`config.mk`:
```
export PLATFORM = sky130hd
export DESIGN_NAME = rre_core
export DESIGN_NICKNAME = d
export VERILOG_FILES = /design/src/verilog/rre_pkg.sv /design/src/verilog/rre_core.sv
export VERILOG_INCLUDE_DIRS = /design/src /design/src/verilog
export SDC_FILE = /design/constraint.sdc
export NUM_CORES = 1
export LEC_CHECK = 0
export ABC_AREA = 1
export BUFFER_PORTS_ARGS = -buffer_cell sky130_fd_sc_hd__clkbuf_2
export CAP_MARGIN = 20
export CORE_ASPECT_RATIO = 2
export CORE_MARGIN = 5
export CORE_UTILIZATION = 50
export DETAILED_ROUTE_END_ITERATION = 8
export PLACE_DENSITY_LB_ADDON = 0.2
export SLEW_MARGIN = 15
export SYNTH_ARGS = -nofsm -noshare
export SYNTH_HDL_FRONTEND = slang
export SYNTH_SLANG_ARGS = --single-unit
export TNS_END_PERCENT = 5
```
`constraint.sdc`:
```
create_clock -name clk_in -period 2.7 [get_ports clk_in]
set_input_delay 0.405 -clock clk_in [delete_from_list [all_inputs] [get_ports clk_in]]
set_output_delay 0.405 -clock clk_in [all_outputs]
set_load 0.02 [all_outputs]
```
`src/verilog/rre_defs.svh`:
```
// Constants of the return and rotate execution unit.
// Included by the package and the design file; holds definitions only.
`ifndef RRE_DEFS_SVH
`define RRE_DEFS_SVH

`define RRE_WORD_W 14
`define RRE_PC_W 13
`define RRE_OSC_PER_CYC 4
`define RRE_IRQ_EN_BIT 7
`define RRE_DEST_BIT 7
// Opcode patterns of the four handled instructions.
`define RRE_OP_RETURN 14'h0008
`define RRE_OP_IRQ_EXIT 14'h0009
`define RRE_OP_LIT_HI 6'h34
`define RRE_OP_ROT_HI 6'h0d
`define RRE_PC_RST 13'h0000
`define RRE_STACK_DEPTH 16

`endif

```
`src/verilog/rre_pkg.sv`:
```
// Types of the return and rotate execution unit.
// Assumes rre_defs.svh is on the include path.
`default_nettype none
`include "rre_defs.svh"
package rre_pkg;
  typedef enum logic [2:0] {RRE_NONE, RRE_IRQ_EXIT, RRE_SUB_EXIT, RRE_LIT_EXIT, RRE_ROT} rre_op_t;
  typedef enum logic [1:0] {RRE_IDLE, RRE_EXEC, RRE_SECOND} rre_state_t;
endpackage
`default_nettype wire

```
`src/verilog/rre_core.sv`:
```
// Executes the return-type and rotate-left-through-carry instructions.
// Assumes instruction words come from logic on clk_in, offered with a valid strobe.
// Assumes the file register memory answers file_addr_out combinationally.
// Assumes push requests come from the call logic on the same clock.
`timescale 1ns/1ns
`default_nettype none
`include "rre_defs.svh"
module rre_core #(
  parameter int PC_W = `RRE_PC_W,
  parameter int DEPTH = `RRE_STACK_DEPTH
) (
  input wire logic clk_in,
  input wire logic nrst_in,
  input wire logic instr_valid_in,
  input wire logic [`RRE_WORD_W-1:0] instr_word_in,
  input wire logic push_in,
  input wire logic [PC_W-1:0] push_pc_in,
  input wire logic [7:0] file_rd_data_in,
  input wire logic carry_in,
  input wire logic [7:0] irq_control_reg_in,
  output logic instr_ready_out,
  output logic [PC_W-1:0] pc_out,
  output logic pc_load_out,
  output logic [7:0] wreg_out,
  output logic wreg_we_out,
  output logic [6:0] file_addr_out,
  output logic [7:0] file_wr_data_out,
  output logic file_we_out,
  output logic carry_out,
  output logic carry_we_out,
  output logic [7:0] irq_control_reg_out,
  output logic irq_control_we_out,
  output logic [$clog2(DEPTH)-1:0] stack_ptr_out,
  output logic cycle_en_out
);
  import rre_pkg::*;

  localparam int SP_W = $clog2(DEPTH);

  // A word is taken at the edge that ends an instruction cycle and executes at the next
  // such edge; its write strobes stand for the one clock after that edge. Returns spend
  // one more instruction cycle before ready rises, so they cost two cycles in all.

  typedef struct packed {
    logic [1:0] phase;
    rre_state_t state;
    rre_op_t op;
    logic [`RRE_WORD_W-1:0] word;
    logic [SP_W-1:0] sp;
    logic [PC_W-1:0] pc;
    logic pc_load;
    logic [7:0] wreg;
    logic wreg_we;
    logic [6:0] faddr;
    logic [7:0] fdata;
    logic fwe;
    logic carry;
    logic carry_we;
    logic [7:0] irq_ctl;
    logic irq_ctl_we;
    logic ready;
    logic cyc_en;
  } rre_state_s_t;

  rre_state_s_t st_r;
  rre_state_s_t st_nxt;
  // Return addresses; the pointer wraps, so a pop of an empty stack reads stale data.
  logic [PC_W-1:0] stack_r [DEPTH];

  // The two return words are exact matches; the literal and rotate forms match their
  // upper six bits only. Any other word runs as a one-cycle no-operation.
  function automatic rre_op_t decode(input logic [`RRE_WORD_W-1:0] w);
    if (w == `RRE_OP_IRQ_EXIT) begin
      return RRE_IRQ_EXIT;
    end else if (w == `RRE_OP_RETURN) begin
      return RRE_SUB_EXIT;
    end else if (w[13:8] == `RRE_OP_LIT_HI) begin
      return RRE_LIT_EXIT;
    end else if (w[13:8] == `RRE_OP_ROT_HI) begin
      return RRE_ROT;
    end
    return RRE_NONE;
  endfunction

  always_comb begin
    logic [SP_W-1:0] top;
    logic [8:0] rot;
    top = st_r.sp - SP_W'(1);
    rot = {file_rd_data_in, carry_in};
    st_nxt = st_r;
    st_nxt.pc_load = 1'b0;
    st_nxt.wreg_we = 1'b0;
    st_nxt.fwe = 1'b0;
    st_nxt.carry_we = 1'b0;
    st_nxt.irq_ctl_we = 1'b0;
    // Four clock quarters form one instruction cycle; the enable marks its end.
    st_nxt.phase = st_r.phase + 2'h1;
    st_nxt.cyc_en = (st_r.phase == 2'(`RRE_OSC_PER_CYC - 2));
    // A pop later in this process overrides this increment, so a pop wins a collision
    // and the address pushed in that clock is lost.
    if (push_in) begin
      st_nxt.sp = st_r.sp + SP_W'(1);
    end
    if (st_r.cyc_en) begin
      unique case (st_r.state)
        RRE_IDLE: begin
          // Words offered while busy or off the cycle edge are ignored without notice.
          if (instr_valid_in) begin
            st_nxt.word = instr_word_in;
            st_nxt.op = decode(instr_word_in);
            st_nxt.state = RRE_EXEC;
            st_nxt.ready = 1'b0;
          end
        end
        RRE_EXEC: begin
          unique case (st_r.op)
            RRE_IRQ_EXIT, RRE_SUB_EXIT, RRE_LIT_EXIT: begin
              st_nxt.pc = stack_r[top];
              st_nxt.pc_load = 1'b1;
              st_nxt.sp = top;
              if (st_r.op == RRE_IRQ_EXIT) begin
                // Only the enable bit changes; the other control bits pass through.
                st_nxt.irq_ctl = irq_control_reg_in;
                st_nxt.irq_ctl[`RRE_IRQ_EN_BIT] = 1'b1;
                st_nxt.irq_ctl_we = 1'b1;
              end
              if (st_r.op == RRE_LIT_EXIT) begin
                st_nxt.wreg = st_r.word[7:0];
                st_nxt.wreg_we = 1'b1;
              end
              // Second cycle flushes the fetched word; no status flag moves.
              st_nxt.state = RRE_SECOND;
            end
            RRE_ROT: begin
              // The file address has stood since the clock after the take, so the read has settled; the
              // carry is taken from the flag as it stands at this edge.
              st_nxt.carry = rot[8];
              st_nxt.carry_we = 1'b1;
              if (st_r.word[`RRE_DEST_BIT]) begin
                st_nxt.faddr = st_r.word[6:0];
                st_nxt.fdata = rot[7:0];
                st_nxt.fwe = 1'b1;
              end else begin
                st_nxt.wreg = rot[7:0];
                st_nxt.wreg_we = 1'b1;
              end
              st_nxt.state = RRE_IDLE;
              st_nxt.ready = 1'b1;
            end
            // Unknown words finish in one instruction cycle like a no-operation.
            default: begin
              st_nxt.state = RRE_IDLE;
              st_nxt.ready = 1'b1;
            end
          endcase
        end
        RRE_SECOND: begin
          // The word fetched behind a return is discarded here.
          st_nxt.state = RRE_IDLE;
          st_nxt.ready = 1'b1;
        end
        default: st_nxt.state = RRE_IDLE;
      endcase
    end
    // Present the file address from the second clock of the execute cycle so that the read data
    // used by the rotate has settled before its edge.
    if (st_r.state == RRE_EXEC && st_r.op == RRE_ROT) begin
      st_nxt.faddr = st_r.word[6:0];
    end
  end

  always_ff @(posedge clk_in or negedge nrst_in) begin
    if (!nrst_in) begin
      st_r <= '{
        state: RRE_IDLE,
        op: RRE_NONE,
        pc: `RRE_PC_RST,
        ready: 1'b1,
        default: '0
      };
    end else begin
      st_r <= st_nxt;
    end
  end

  // The stack array has no reset; a pop reads the entry below the pointer whether or not it was pushed.
  always_ff @(posedge clk_in) begin
    if (push_in) begin
      stack_r[st_r.sp] <= push_pc_in;
    end
  end

  // Every output is a field of the state register.
  always_comb begin
    instr_ready_out = st_r.ready;
    pc_out = st_r.pc;
    pc_load_out = st_r.pc_load;
    wreg_out = st_r.wreg;
    wreg_we_out = st_r.wreg_we;
    file_addr_out = st_r.faddr;
    file_wr_data_out = st_r.fdata;
    file_we_out = st_r.fwe;
    carry_out = st_r.carry;
    carry_we_out = st_r.carry_we;
    irq_control_reg_out = st_r.irq_ctl;
    irq_control_we_out = st_r.irq_ctl_we;
    stack_ptr_out = st_r.sp;
    cycle_en_out = st_r.cyc_en;
  end
endmodule // rre_core
`default_nettype wire

```
**Yosys cells after proc, flatten, opt, wreduce, memory -nomap -nowiden**

Memory sizes are Yosys's and may differ from the RTL's.
Cells that the tools add are included.
Widths: inputs -> output; s select.

- Add/subtract/negate cells: 3
- Eq/ne operators: 15
- Mux-type cells: 32
- Reductions and logical operators: 18

Operator list:

| kind | count |
|---|---|
| $mux 55 | 1 |
| $mux 54 | 1 |
| $mux 18 | 2 |
| $mux 9 | 4 |
| $eq 14x4->1 const B | 2 |
| $mux 19 | 1 |
| $pmux 9 s2 | 1 |
| $mux 16 | 1 |
| $reduce_and 4->1 | 4 |
| $mux 3 | 5 |
| $mux 1 | 11 |
| $reduce_bool 2->1 | 5 |
| $reduce_and 3->1 | 3 |
| $ne 2x2->1 const B | 4 |
| $mux 7 | 1 |
| $eq 3x2->1 const B | 2 |
| $eq 6x4->1 const B | 1 |
| $eq 6x6->1 const B | 1 |
| $reduce_and 5->1 | 1 |
| $add 4x1->4 const B | 1 |
| $eq 2x2->1 const B | 2 |
| $mux 4 | 1 |
| $pmux 2 s2 | 1 |
| $sub 4x1->4 const B | 1 |
| 11 further kinds | 11 |

- Flip-flop bits (word level): 77
- RAM bits: 208
- Bits of input ports: 48
- Logic and storage cells: 87
- Memories kept: 1

Memories:

| name | words | width | read ports | clocked after Yosys merged registers in | wr ports | line | RTL |
|---|---|---|---|---|---|---|---|
| stack_r | 16 | 13 | 1 | 0 | 1 | rre_core.sv:68 | `logic [PC_W-1:0] stack_r [DEPTH];` |

**Depth between registers and ports, before layout**

- Word-level depth: 11
- Mapped depth: 14

**Least setup slack after synthesis**

Ideal clock, no wire load.

- Kind: register to register
- From: register st_r, in the netlist stack_ptr_out[0]
- To: memory stack_r[10][0] (netlist bit), enable pin
- Library setup time: 382 ps
- Arrival time: 1825 ps
- Data required time: 2318 ps
- Path slack: 493 ps
- Cell stages (with the launch flop): 8
- Path buffers: 3
- Path through: dfrtp_1 > buf_2 > inv_2 > buf_2 > buf_4 > ha_1 > nand2_1 > nor2_1

RTL lines:

| item | line | RTL |
|---|---|---|
| start, declared | rre_core.sv:65 | `rre_state_s_t st_r;` |
| start signal, assigned | rre_core.sv:174 | `st_r <= '{` |
| start signal, assigned | rre_core.sv:182 | `st_r <= st_nxt;` |
| end, declared | rre_core.sv:68 |  |

No word-level cell before the write port.

**Worst setup path in the final report**

- From: register st_r, in the netlist stack_ptr_out[0]
- To: output stack_ptr_out[0]

RTL lines:

| item | line | RTL |
|---|---|---|
| end, declared | rre_core.sv:33 | `output logic [$clog2(DEPTH)-1:0] stack_ptr_out,` |

No word-level cell between the ends.

==> impl_metrics.ini <==
[status]
status = complete, no violations

[placement]
place_area_um2 = 13000
gp_congestion = 0.884
port_buffers = 102
hpwl_mm = 18.6

[grt]
grt_pass1_wl_mm = 44.7
gr-total-overflow = 0
grt_max_degree = 61
antenna_found_initial = 0
grt_pass1_vias = 8382
grt_usage = 0.208

[critical_path]
required_ns = 2.30
cp-end-kind = primary output
crit_chain = buf_6 > buf_6 > clkbuf_2
critPathLaunchType = flip-flop
critical_path.top_delay_family = buffers and inverters
cp_max_fo = 60
arrival_ns = 2.01
worst_path_most_repeated_cell = buf_6
path_buf_inv = 3
crit_slowest_cell = dfrtp_4
crit_type = reg2out
slowest_delay_ns = 0.42

[cts]
cts_tree = built
clk_path_buf_depth = 3
insertion_delay_ns = 0.53
clkTransAtPathRegs_ns = 0.07
ctsRootBufferMaster = clkbuf_16
clock-sinks = 279
cts_inserted_buffers = 24
cts_htree_levels = 1
postCtsSetupRepairBufs = 0

[drt]
drt-vias-per-instance = 4.90
vias = 8177
antenna_violating_nets_post_route = 0
drc = 0
wire_per_inst_um = 16.9
wirelength_mm = 28.2
drt_iter0_drc = 506
first_pass_iters = 5

[timing]
finalCriticalPeriod_ns = 2.41
final-hold-violation-count = 0
relSlewSlack = 0.537
rsz0062_at_grt = no
tns_ns = 0
worstMarginPinSlew_ns = 0.692
report.final.slew_viol_count = 0
setup_viol = 0
finalCritPeriodShare = 0.893
skew_ns = 0.0103
clock.fmax_mhz = 415

[layout]
diodes = 0
fin_area_um2 = 13800
layout.nets = 1376
drive_above_1_share = 0.146
syn_to_final_growth_pct = 12.0

[synth]
synthCells = 1251
ys.flop_type = edfxtp_1
synth-warning-count = 0
ys_seq_area_frac = 0.649
yosysMostFrequentCell = nand2_1
synth_area_um2 = 12400
ys_ff_latch = 279
syn_area_per_cell_um2 = 9.89
netlist_top_cells_count = 402 x nand2_1, 208 x edfxtp_1, 198 x inv_1
synth_area_leaders = edfxtp_1 51%, dfrtp_1 14%, nand2_1 12%
synth-edff-count = 208
ys_types = 31
async_reset_ff_frac = 0.254
synth_top_cell_area_share = 0.505
syn-num-nets = 1308
synth_top_area_cell = edfxtp_1

[power_and_ir_drop]
total_power_mw = 14.2
peakVddDrop_uv = 807
leakagePower_nw = 6.38
power_density_nw_per_um2 = 1030

[floorplan]
core_um2 = 24400
die_w_um = 121
initial_core_util = 0.506
rows = 81
die_area_um2 = 28200
die_h_um = 232
num_io_pins = 104

[min_path]
min_path_type = in2reg

[flow_run]
maxCapViolCount = 0
-- tightest hold or removal path: stages --
cell,delay (ns)
clkbuf_2,0.07
nand2_1,0.04
nand2_1,0.04
-- layout make-up --
cell class / instances / area, µm²
tap: 332 / 415
clock buffer: 35 / 736
clock inverter: 9 / 83.8
multi-input combinational: 672 / 2980
timing repair buffer: 140 / 845
inverter: 202 / 758
sequential: 279 / 8030
fill: 2067 / 10600
-- layer usage --
metal,wire length [µm],vias up,track usage
met1,9970,3783,0.225
met4,1530,0,0.111
met5,0,-,0
met2,15300,250,0.385
li1,-,4070,-
met3,1450,74,0.0287
-- power breakdown --
part | leakage, nW | switching (mW) | internal [mW]
Combinational | 3.27 | 3.80 | 1.66
Clock | 0.398 | 1.51 | 2.01
Sequential | 2.71 | 0.156 | 5.10
Total | 6.38 | 5.46 | 8.76
-- placed cells by master, fill, tap and decap left out, drive strengths merged --
master	n
xor2	3
dfstp	1
nor3b	1
and3	1
clkbuf	136
clkinvlp	2
nor3	2
edfxtp	208
dlygate4sd3	1
xnor2	1
or2	3
o22ai	7
dfrtp	70
o21ai	24
clkinv	5
o211ai	1
o31ai	1
inv	203
buf	38
bufinv	1
nand3b	1
nor2	33
a21oi	10
nand2	405
nand4	5
nand3	165
ha	9
-- flip-flops by register name (all words and copies together), names as in the netlist, 4 cells and up --
name / flops
st_r: 15
wreg_out: 8
file_wr_data_out: 8
stack_r: 208
file_addr_out: 7
pc_out: 13
stack_ptr_out: 4
irq_control_reg_out: 8
-- final timing paths --
| kind | startpoint | endpoint | slack [ns] | depth (start not counted) |
|---|---|---|---|---|
| setup / recovery | stack_ptr_out[0]$_DFF_PN0_ | stack_ptr_out[0] | 0.29 | 3 |
| hold / removal | file_rd_data_in[7] | carry_out$_DFFE_PN0P_ | 0.07 | 3 |
| setup reg to reg | stack_ptr_out[0]$_DFF_PN0_ | pc_out[4]$_DFFE_PN0P_ | 0.30 | 11 |
| hold reg to reg | st_r[75]$_DFF_PN0_ | st_r[75]$_DFF_PN0_ | 0.40 | 1 |
| max in group asynchronous | nrst_in | file_wr_data_out[1]$_DFFE_PN0P_ | 1.69 | 3 |
| min in group asynchronous | nrst_in | irq_control_reg_out[6]$_DFFE_PN0P_ | 0.42 | 2 |
-- cells by family after synthesis --
group,Yosys count,synth area share
adders and majority gates,9,0.00911
xor gates and xnor gates,4,0.00405
buffers and inverters,300,0.110
AOI/OAI and AO/OA,43,0.0185
and+or+nand+nor,616,0.209
DFF,279,0.649
-- metrics by stage --
stage	hold slack (ns)	setup WS, ns	instances	util
floorplan	0.109	0.493	1251	-
global placement	0.396	0.126	1623	0.532
detailed placement	0.397	0.132	1623	0.532
global route	0.0721	0.0505	1669	0.567
finish	0.0702	0.288	1669	0.567
CTS	0.0520	0.0750	1668	0.566
-- repair_timing --
action	CTS	global route
gates cloned	0	0
endpoints found under the hold margin	39	0
endpoints found under the setup margin	1	10
hold buffers	1	0
resized for setup	1	2
(Power assumes the default switching activity.)
